[src/include/ifeb_pkg.sv]
// ----------------------------------------------------------------
// Register map and field layout
// ----------------------------------------------------------------
package ifeb_pkg;

  localparam int          IFEB_ADDR_W   = 4;
  localparam int          IFEB_REG_W    = 16;
  localparam int          IFEB_DATA_W   = 32;

  // Byte addresses of the registers
  localparam logic [3:0]  ADDR_FLAG_FOUR = 4'h0;
  localparam logic [3:0]  ADDR_EN_ZERO   = 4'h4;
  localparam logic [3:0]  ADDR_EN_ONE    = 4'h8;
  localparam logic [3:0]  ADDR_EN_FOUR   = 4'hC;

  // Implemented bits; all others read zero and ignore writes
  localparam logic [15:0] MASK_FLAG_FOUR = 16'h00F6;
  localparam logic [15:0] MASK_EN_ZERO   = 16'h7FFF;
  localparam logic [15:0] MASK_EN_ONE    = 16'hFFFB;
  localparam logic [15:0] MASK_EN_FOUR   = 16'h00F6;
  localparam logic [15:0] RESET_VALUE    = 16'h0000;

  // Flag and paired enable positions of the fourth bank
  localparam int CAN2_TX_REQUEST_FLAG = 7;
  localparam int CAN1_TX_REQUEST_FLAG = 6;
  localparam int DMA_CH7_DONE_FLAG    = 5;
  localparam int DMA_CH6_DONE_FLAG    = 4;
  localparam int UART2_ERROR_FLAG     = 2;
  localparam int UART1_ERROR_FLAG     = 1;

  // Enable bank zero positions
  localparam int DMA_CH1_DONE_ENABLE       = 14;
  localparam int ADC_FIRST_DONE_ENABLE     = 13;
  localparam int UART1_TRANSMIT_ENABLE_IRQ = 12;
  localparam int UART1_RECEIVE_ENABLE_IRQ  = 11;
  localparam int SPI1_EVENT_ENABLE_IRQ     = 10;
  localparam int SPI1_ERROR_ENABLE_IRQ     = 9;
  localparam int TIMER3_ENABLE_IRQ         = 8;
  localparam int TIMER2_ENABLE_IRQ         = 7;
  localparam int EXTERNAL_IRQ0_ENABLE      = 0;

  // Enable bank one positions
  localparam int UART2_TRANSMIT_ENABLE_IRQ = 15;
  localparam int EXTERNAL_IRQ2_ENABLE      = 13;
  localparam int DMA_CH2_DONE_ENABLE       = 8;
  localparam int IN_CAPTURE8_ENABLE_IRQ    = 7;
  localparam int ADC_SECOND_DONE_ENABLE    = 5;
  localparam int CHANGE_NOTIFY_ENABLE_IRQ  = 3;
  localparam int I2C1_SLAVE_EVENT_ENABLE   = 0;

  // Bus responses
  localparam logic [1:0]  RESP_OKAY   = 2'h0;
  localparam logic [1:0]  RESP_SLVERR = 2'h2;

  // Byte-lane merge of a write into a register, unimplemented bits held at zero
  function automatic logic [15:0] ifeb_merge(
    input logic [15:0] old_val,
    input logic [15:0] new_val,
    input logic [1:0]  strb,
    input logic [15:0] mask
  );
    logic [15:0] res;
    res = old_val;
    if (strb[0])
    begin
      res[7:0] = new_val[7:0];
    end
    if (strb[1])
    begin
      res[15:8] = new_val[15:8];
    end
    return res & mask;
  endfunction

endpackage

[src/verilog/ifeb_gate.sv]
`timescale 1ns/1ps
// ----------------------------------------------------------------
// Per-bit request gate with registered output
// ----------------------------------------------------------------
module ifeb_gate #(
  parameter int WIDTH = 16
) (
  // Clock and reset
  input  wire logic             clock,
  input  wire logic             reset_n,
  input  wire logic             ce,
  // Flag and enable levels
  input  wire logic [WIDTH-1:0] flag,
  input  wire logic [WIDTH-1:0] enable,
  // Gated requests
  output logic      [WIDTH-1:0] request
);
  import ifeb_pkg::*;

  typedef struct packed {
    logic [WIDTH-1:0] req;
  } ifeb_gate_state_t;

  ifeb_gate_state_t s_reg;
  ifeb_gate_state_t s_next;
  logic [WIDTH-1:0] gated;

  // A source passes only while both its flag and its enable are set
  for (genvar i = 0; i < WIDTH; i++)
  begin : g_bit
    assign gated[i] = flag[i] & enable[i];
  end

  // Next state
  always_comb
  begin
    s_next     = s_reg;
    s_next.req = gated;
  end

  // State register, frozen while the clock enable is low
  always_ff @(posedge clock or negedge reset_n)
  begin
    if (!reset_n)
    begin
      s_reg <= '0;
    end
    else if (ce)
    begin
      s_reg <= s_next;
    end
  end

  assign request = s_reg.req;

endmodule

[src/verilog/ifeb_top.sv]
`timescale 1ns/1ps
// Function
// - Unimplemented bits read zero and ignore writes.
// - Implemented flag and enable bits are read/write and reset to zero.
// - A flag reads one once its source requested while the clock enable was high or software wrote a one, until software writes a zero.
// - Enable one passes the source request; enable zero blocks it.
// - Fourth flag bank: bit 7 second CAN, bit 6 first CAN transmit request.
// - Fourth flag bank: bit 5 DMA channel 7, bit 4 DMA channel 6 done.
// - Fourth flag bank: bit 2 second UART error, bit 1 first UART error.
// - Enable bank zero upper byte maps DMA1, ADC1, UART1, SPI1, timer 3.
// - Enable bank zero lower byte maps timers 1-2, compares, captures, DMA0, INT0.
// - Enable bank one upper byte maps UART2, INT2, timers 4-5, compares, DMA2.
// - Enable bank one lower byte maps captures 7-8, ADC2, INT1, change, I2C1.
// - Fourth enable bank uses the same positions as the fourth flag bank.
module ifeb_top (
  // Clock, reset and clock enable
  input  wire logic                          clock,
  input  wire logic                          reset_n,
  input  wire logic                          ce,
  // AXI4-Lite write address
  input  wire logic                          s_axi_awvalid,
  output logic                               s_axi_awready,
  input  wire logic [ifeb_pkg::IFEB_ADDR_W-1:0] s_axi_awaddr,
  // AXI4-Lite write data
  input  wire logic                          s_axi_wvalid,
  output logic                               s_axi_wready,
  input  wire logic [ifeb_pkg::IFEB_DATA_W-1:0] s_axi_wdata,
  input  wire logic [3:0]                    s_axi_wstrb,
  // AXI4-Lite write response
  output logic                               s_axi_bvalid,
  input  wire logic                          s_axi_bready,
  output logic      [1:0]                    s_axi_bresp,
  // AXI4-Lite read address
  input  wire logic                          s_axi_arvalid,
  output logic                               s_axi_arready,
  input  wire logic [ifeb_pkg::IFEB_ADDR_W-1:0] s_axi_araddr,
  // AXI4-Lite read data
  output logic                               s_axi_rvalid,
  input  wire logic                          s_axi_rready,
  output logic      [ifeb_pkg::IFEB_DATA_W-1:0] s_axi_rdata,
  output logic      [1:0]                    s_axi_rresp,
  // Peripheral event pulses for the fourth flag bank
  input  wire logic                          can2_tx_event,
  input  wire logic                          can1_tx_event,
  input  wire logic                          dma_ch7_done_event,
  input  wire logic                          dma_ch6_done_event,
  input  wire logic                          uart2_error_event,
  input  wire logic                          uart1_error_event,
  // Flag levels of the sources behind enable banks zero and one
  input  wire logic [ifeb_pkg::IFEB_REG_W-1:0] src_flag_zero,
  input  wire logic [ifeb_pkg::IFEB_REG_W-1:0] src_flag_one,
  // Gated requests toward the core
  output logic      [ifeb_pkg::IFEB_REG_W-1:0] irq_req_zero,
  output logic      [ifeb_pkg::IFEB_REG_W-1:0] irq_req_one,
  output logic      [ifeb_pkg::IFEB_REG_W-1:0] irq_req_four
);
  import ifeb_pkg::*;

  // ----------------------------------------------------------------
  // State
  // ----------------------------------------------------------------
  typedef struct packed {
    logic [15:0]            flag4;
    logic [15:0]            en0;
    logic [15:0]            en1;
    logic [15:0]            en4;
    logic                   aw_got;
    logic [IFEB_ADDR_W-1:0] awaddr;
    logic                   w_got;
    logic [15:0]            wdata;
    logic [1:0]             wstrb;
    logic                   awready;
    logic                   wready;
    logic                   bvalid;
    logic [1:0]             bresp;
    logic                   arready;
    logic                   rvalid;
    logic [1:0]             rresp;
    logic [31:0]            rdata;
  } ifeb_state_t;

  ifeb_state_t s_reg;
  ifeb_state_t s_next;
  logic [15:0] events;
  logic        do_write;

  // ----------------------------------------------------------------
  // Event vector
  // ----------------------------------------------------------------
  // Events land on their documented flag positions
  always_comb
  begin
    events                       = RESET_VALUE;
    events[CAN2_TX_REQUEST_FLAG] = can2_tx_event;
    events[CAN1_TX_REQUEST_FLAG] = can1_tx_event;
    events[DMA_CH7_DONE_FLAG]    = dma_ch7_done_event;
    events[DMA_CH6_DONE_FLAG]    = dma_ch6_done_event;
    events[UART2_ERROR_FLAG]     = uart2_error_event;
    events[UART1_ERROR_FLAG]     = uart1_error_event;
  end

  // A write commits once both address and data are held and no answer is pending
  assign do_write = s_reg.aw_got && s_reg.w_got && !s_reg.bvalid;

  // ----------------------------------------------------------------
  // Next state
  // ----------------------------------------------------------------
  always_comb
  begin
    s_next = s_reg;

    // Address and data are taken in either order and held until committed
    if (s_reg.awready && s_axi_awvalid)
    begin
      s_next.aw_got = 1'b1;
      s_next.awaddr = s_axi_awaddr;
    end
    if (s_reg.wready && s_axi_wvalid)
    begin
      s_next.w_got = 1'b1;
      s_next.wdata = s_axi_wdata[15:0];
      s_next.wstrb = s_axi_wstrb[1:0];
    end

    // Register write; unmapped addresses answer with an error and change nothing
    if (do_write)
    begin
      s_next.aw_got = 1'b0;
      s_next.w_got  = 1'b0;
      s_next.bvalid = 1'b1;
      s_next.bresp  = RESP_OKAY;
      case (s_reg.awaddr)
        ADDR_FLAG_FOUR:
          s_next.flag4 = ifeb_merge(s_reg.flag4, s_reg.wdata, s_reg.wstrb,
                                    MASK_FLAG_FOUR);
        ADDR_EN_ZERO:
          s_next.en0 = ifeb_merge(s_reg.en0, s_reg.wdata, s_reg.wstrb,
                                  MASK_EN_ZERO);
        ADDR_EN_ONE:
          s_next.en1 = ifeb_merge(s_reg.en1, s_reg.wdata, s_reg.wstrb,
                                  MASK_EN_ONE);
        ADDR_EN_FOUR:
          s_next.en4 = ifeb_merge(s_reg.en4, s_reg.wdata, s_reg.wstrb,
                                  MASK_EN_FOUR);
        default:
          s_next.bresp = RESP_SLVERR;
      endcase
    end

    // Events are applied after the write so a set beats a same-cycle clear
    s_next.flag4 = (s_next.flag4 | events) & MASK_FLAG_FOUR;

    // Write response retires on bready
    if (s_reg.bvalid && s_axi_bready)
    begin
      s_next.bvalid = 1'b0;
    end

    // Ready drops while a word is held so the master keeps its payload
    s_next.awready = !s_next.aw_got && !s_next.bvalid;
    s_next.wready  = !s_next.w_got && !s_next.bvalid;

    // Read: register value sampled at the address handshake
    if (s_reg.arready && s_axi_arvalid)
    begin
      s_next.rvalid = 1'b1;
      s_next.rresp  = RESP_OKAY;
      s_next.rdata  = '0;
      case (s_axi_araddr)
        ADDR_FLAG_FOUR: s_next.rdata[15:0] = s_reg.flag4;
        ADDR_EN_ZERO:   s_next.rdata[15:0] = s_reg.en0;
        ADDR_EN_ONE:    s_next.rdata[15:0] = s_reg.en1;
        ADDR_EN_FOUR:   s_next.rdata[15:0] = s_reg.en4;
        default:        s_next.rresp       = RESP_SLVERR;
      endcase
    end
    if (s_reg.rvalid && s_axi_rready)
    begin
      s_next.rvalid = 1'b0;
    end
    s_next.arready = !s_next.rvalid;
  end

  // ----------------------------------------------------------------
  // State register
  // ----------------------------------------------------------------
  // All state holds while the clock enable is low; events then are not seen
  always_ff @(posedge clock or negedge reset_n)
  begin
    if (!reset_n)
    begin
      s_reg <= '0;
    end
    else if (ce)
    begin
      s_reg <= s_next;
    end
  end

  // ----------------------------------------------------------------
  // Request gating
  // ----------------------------------------------------------------
  // Bank zero sources keep their flags outside this block
  ifeb_gate #(
    .WIDTH (IFEB_REG_W)
  ) u_gate_zero (
    .clock   (clock),
    .reset_n (reset_n),
    .ce      (ce),
    .flag    (src_flag_zero),
    .enable  (s_reg.en0),
    .request (irq_req_zero)
  );

  // Bank one sources keep their flags outside this block
  ifeb_gate #(
    .WIDTH (IFEB_REG_W)
  ) u_gate_one (
    .clock   (clock),
    .reset_n (reset_n),
    .ce      (ce),
    .flag    (src_flag_one),
    .enable  (s_reg.en1),
    .request (irq_req_one)
  );

  // Bank four pairs the local flags with the same-position enables
  ifeb_gate #(
    .WIDTH (IFEB_REG_W)
  ) u_gate_four (
    .clock   (clock),
    .reset_n (reset_n),
    .ce      (ce),
    .flag    (s_reg.flag4),
    .enable  (s_reg.en4),
    .request (irq_req_four)
  );

  // ----------------------------------------------------------------
  // Bus outputs
  // ----------------------------------------------------------------
  assign s_axi_awready = s_reg.awready;
  assign s_axi_wready  = s_reg.wready;
  assign s_axi_bvalid  = s_reg.bvalid;
  assign s_axi_bresp   = s_reg.bresp;
  assign s_axi_arready = s_reg.arready;
  assign s_axi_rvalid  = s_reg.rvalid;
  assign s_axi_rdata   = s_reg.rdata;
  assign s_axi_rresp   = s_reg.rresp;
endmodule
[config.mk]
export PLATFORM = sky130hd
export DESIGN_NAME = ifeb_top
export DESIGN_NICKNAME = d
export VERILOG_FILES = /design/src/include/ifeb_pkg.sv /design/src/verilog/ifeb_gate.sv /design/src/verilog/ifeb_top.sv
export SDC_FILE = /design/constraint.sdc
export NUM_CORES = 1
export LEC_CHECK = 0
export BUFFER_PORTS_ARGS = -buffer_cell sky130_fd_sc_hd__buf_4
export CORE_ASPECT_RATIO = 0.9
export CORE_MARGIN = 8
export CORE_UTILIZATION = 37
export DETAILED_ROUTE_END_ITERATION = 7
export PLACE_DENSITY = 0.59
export SETUP_SLACK_MARGIN = 0.02
export SYNTH_ARGS = -nofsm -noshare
export SYNTH_HDL_FRONTEND = slang
export SYNTH_SLANG_ARGS = --single-unit
[constraint.sdc]
create_clock -name clock -period 4.7 [get_ports clock]
set_input_delay 0.235 -clock clock [delete_from_list [all_inputs] [get_ports clock]]
set_output_delay 0.235 -clock clock [all_outputs]
set_load 0.02 [all_outputs]
==> impl_summary.log <==
[metrics] total gr overflow: 0
[metrics] TritonCTS Buffers: 17
[metrics] Initial DRT Pass Iterations: 4
[metrics] antenna violations before repair: 1
[metrics] CP peak stage delay: about 0.65 ns
[metrics] final WL: about 14 mm
[metrics] Final setup violation count: 0
[metrics] ratio of final minimum period to clock period: 41.0%
[metrics] max FFs per register: 66
[metrics] largest voltage drop on the vdd net: roughly 0.00028 V
[metrics] Die ar.: 19100 um2
[metrics] clock edge transition at the registers on the reported setup and hold paths: 0.05 ns
[metrics] via count of the routed design: approximately 3800
[metrics] master of the slowest instance on the critical path: sky130_fd_sc_hd__buf_4
[metrics] Max Clock Freq: 519 MHz
[metrics] Clock Sink Count: 125
[metrics] DRT antenna net count: 0
[metrics] number of setup buffers added after CTS: 0
[metrics] instance count of the mapped netlist: 478
[metrics] global-route wire length before repair: 22.1 mm
[metrics] antenna diode instance count: 0
[metrics] flip-flop and latch count after synthesis: 125
[metrics] Place WS: 2.31 ns
[metrics] maximum capacitance violations: 0
[metrics] power density over the cells: 552 nW/um2
[metrics] port bufs: 128
[metrics] final setup slack of the worst path: 2.77 ns
[metrics] average size of a mapped cell: 11.6 um2
[metrics] layout-stage area growth over the synthesis result: 24.9%
[metrics] flip-flop and latch area: 3130 um2
[metrics] max-slew violation count: 0
[metrics] setup repair after global routing missed its margin: false
[metrics] hold crit path type: in -> async
[metrics] Fin Clk Skew: between 0.006 and 0.007 ns
[metrics] total number of yosys warnings: 0
[metrics] worst relative slew slack: 29.0%
[metrics] number of ports placed on the die boundary: 179
[metrics] Worst Tran Pin Value: roughly 1.1 ns
[metrics] result of the run: completed
[metrics] start of the worst register-to-register path: s_axi_bvalid$_DFFE_PN0P_
[metrics] HPWL after DPL: 10.1 mm
[metrics] cell chosen for the clock root: sky130_fd_sc_hd__clkbuf_16
[metrics] CP startpoint kind: input port
[metrics] starting density of the core: 37.7%
[metrics] endpoint kind of the worst setup timing path: flop
[metrics] die height: roughly 130 um
[metrics] residual DRC count: 0
[metrics] CP required: 4.99 ns
[metrics] Leak: 3.29 nW
[metrics] Std-Cell Core Area: approximately 15000 um2
[metrics] post-cts gate resize count: 0
[metrics] pin count of the biggest net entering global routing: 98
[metrics] DR vias/cell: 4.78
[metrics] R2R Path End: s_reg[104]$_DFFE_PN0P_
[metrics] layout cells sized above 1: 36.9%
[metrics] Netlist Area Pre-Place: 5530 um2
[metrics] post-cts hold buffer count: 0
[metrics] Post-Route Setup TNS: 0 ns
[metrics] worst skew pair latency: 0.41 ns
[metrics] Filler cells: 1368
[metrics] buffer depth of the longest clock path: 2
[metrics] post-route minimum period: 1.93 ns
[metrics] TritonCTS clock tree: done
[metrics] number of unique standard cell types used by synthesis: 35
[metrics] area of the multi-input gates: around 1900 um2
[metrics] Register-to-Register Path Depth: 3
[metrics] # H-tree levels: 4
[metrics] cell chain of the critical path: buf_4, and3b_1, nand4_1, mux2_2
[metrics] Worst Setup Path Type: in -> reg
[metrics] global-route usage over all layers: 15.3%
[metrics] largest fanout on the critical path: 97
[metrics] number of nets in the final layout: about 680
[metrics] global placer's final weighted congestion: 0.768
[metrics] starting DRC count in detailed routing: 209
[metrics] Reg2Reg Setup Slack: 2.78 ns
[metrics] total count of hold-check failures in the final report: 0
[metrics] Die Span X: around 140 um
[metrics] proportion of synthesized chip area in sequential cells: 56.6%
[metrics] number of rows created at floorplan: 42
[metrics] Arr. time, crit path: 2.22 ns
[metrics] detailed-route wire length per cell: 17.6 um
[metrics] vias in the first global route: 4001
## cell families (layout without fill, tap and decap cells)
family / after synthesis / count (layout) / synth area share, %
other cells: 1 / 30 / 0.0678
buf+inv: 110 / 199 / 11.0
mux: 67 / 67 / 14.6
compound gates: 78 / 78 / 8.46
flops: 125 / 125 / 56.6
simple gates: 97 / 97 / 9.28
## metal layers
layer  global-route usage [%]  share of wire, %  up-vias  routed length [um]
met2                     23.5                47      115                6540
met3                     4.45               7.5       18                1050
li1                         -                 -     1802                   -
met5                        0             0.093        -                  13
met4                     7.11               1.5        2                 216
met1                     19.3                44     1860                6140
## layout by cell type, fill, tap and decap left out, types with 6 or more instances in the layout
cell type and instances:
sky130_fd_sc_hd__nand2_1 14, sky130_fd_sc_hd__o21ai_0 45, sky130_fd_sc_hd__buf_4 130, sky130_fd_sc_hd__dfrtp_1 125, sky130_fd_sc_hd__nor2_1 14, sky130_fd_sc_hd__inv_1 40
sky130_fd_sc_hd__mux2_2 61, sky130_fd_sc_hd__clkbuf_1 7, sky130_fd_sc_hd__nand2b_1 6, sky130_fd_sc_hd__conb_1 30, sky130_fd_sc_hd__a22o_1 6, sky130_fd_sc_hd__nand3_1 38
sky130_fd_sc_hd__clkbuf_16 17, sky130_fd_sc_hd__nor4_1 6, sky130_fd_sc_hd__a211oi_1 8, sky130_fd_sc_hd__a22oi_1 10
## area by class of cell
| class | instances | area share (%) |
|---|---|---|
| inverter | 40 | 2.17 |
| clock inverter | 2 | 0.145 |
| tap | 198 | 3.59 |
| clock buffer | 27 | 7.14 |
| timing repair buffer | 130 | 14.1 |
| multi-input combinational | 272 | 27.5 |
| sequential | 125 | 45.3 |
## synthesized netlist by cell type
cell                       instances  share of area [%]
sky130_fd_sc_hd__or2_1             1               0.11
sky130_fd_sc_hd__conb_1            1              0.068
sky130_fd_sc_hd__nand2_1          14               0.95
sky130_fd_sc_hd__inv_1            40                2.7
sky130_fd_sc_hd__nor2_1           14               0.95
sky130_fd_sc_hd__a22o_1            6               0.95
sky130_fd_sc_hd__mux2_2           61                 12
sky130_fd_sc_hd__buf_4            48                6.5
sky130_fd_sc_hd__or3_1             1               0.11
sky130_fd_sc_hd__a21boi_0          2               0.27
sky130_fd_sc_hd__buf_6             1               0.20
sky130_fd_sc_hd__and3b_1           3               0.48
sky130_fd_sc_hd__and3_1            1               0.11
sky130_fd_sc_hd__dfrtp_1         125                 57
sky130_fd_sc_hd__nand4b_1          2               0.32
sky130_fd_sc_hd__or4_1             1               0.14
sky130_fd_sc_hd__nand2b_1          6               0.68
sky130_fd_sc_hd__o21ai_1           3               0.27
sky130_fd_sc_hd__a211oi_1          8                1.1
sky130_fd_sc_hd__mux4_2            5                2.0
sky130_fd_sc_hd__nand3_1          38                3.4
sky130_fd_sc_hd__nor3_2            1               0.18
sky130_fd_sc_hd__nor4_1            6               0.68
sky130_fd_sc_hd__buf_1             4               0.27
sky130_fd_sc_hd__and4_1            1               0.16
sky130_fd_sc_hd__o21ai_0          45                4.1
sky130_fd_sc_hd__nor2b_1           3               0.34
sky130_fd_sc_hd__clkbuf_1         12               0.81
sky130_fd_sc_hd__nand3_2           1               0.18
sky130_fd_sc_hd__a32o_1            1               0.18
sky130_fd_sc_hd__buf_2             5               0.45
sky130_fd_sc_hd__a22oi_1          10                1.4
sky130_fd_sc_hd__a21oi_1           3               0.27
sky130_fd_sc_hd__nand4_1           4               0.45
sky130_fd_sc_hd__mux2i_1           1               0.18
## worst max-delay path by stage
stage                                  start                endpoint  cells after the start
CTS                                       ce  s_reg[101]$_DFFE_PN0P_                      4
global route                              ce  s_reg[104]$_DFFE_PN0P_                      4
finish                                    ce  s_reg[104]$_DFFE_PN0P_                      4
global placement                          ce  s_reg[102]$_DFFE_PN0P_                      4
floorplan           s_axi_bvalid$_DFFE_PN0P_   s_reg[66]$_DFFE_PN0P_                      5
detailed placement                        ce  s_reg[101]$_DFFE_PN0P_                      4
## critical path, delay by kind of cell
kind / cells / cell delay (ns)
mux: 1 / 0.49
buf+inv: 1 / 0.65
simple gates: 2 / 0.81
## power by group
group / leakage (nW) / internal [mW] / switching [mW] / total, mW
registers: 1.64 / 1.43 / 0.316 / 1.75
clock network: 0.247 / 0.703 / 0.427 / 1.13
logic: 1.40 / 0.483 / 0.452 / 0.935
## through the flow
step	std cells	instance area (um2)	total power [mW]	hold WS, ns	utilization [%]
after global placement	765	6400	2.67	0.466	43.7
after global routing	794	6910	4.03	0.0361	47.1
after floorplan	507	5640	2.31	-0.0606	-
after detailed placement	765	6400	2.71	0.472	43.7
final	794	6910	3.81	0.00862	47.1
after CTS	794	6910	3.86	0.0311	47.1
No activity file was read; power rests on OpenSTA's default activity.
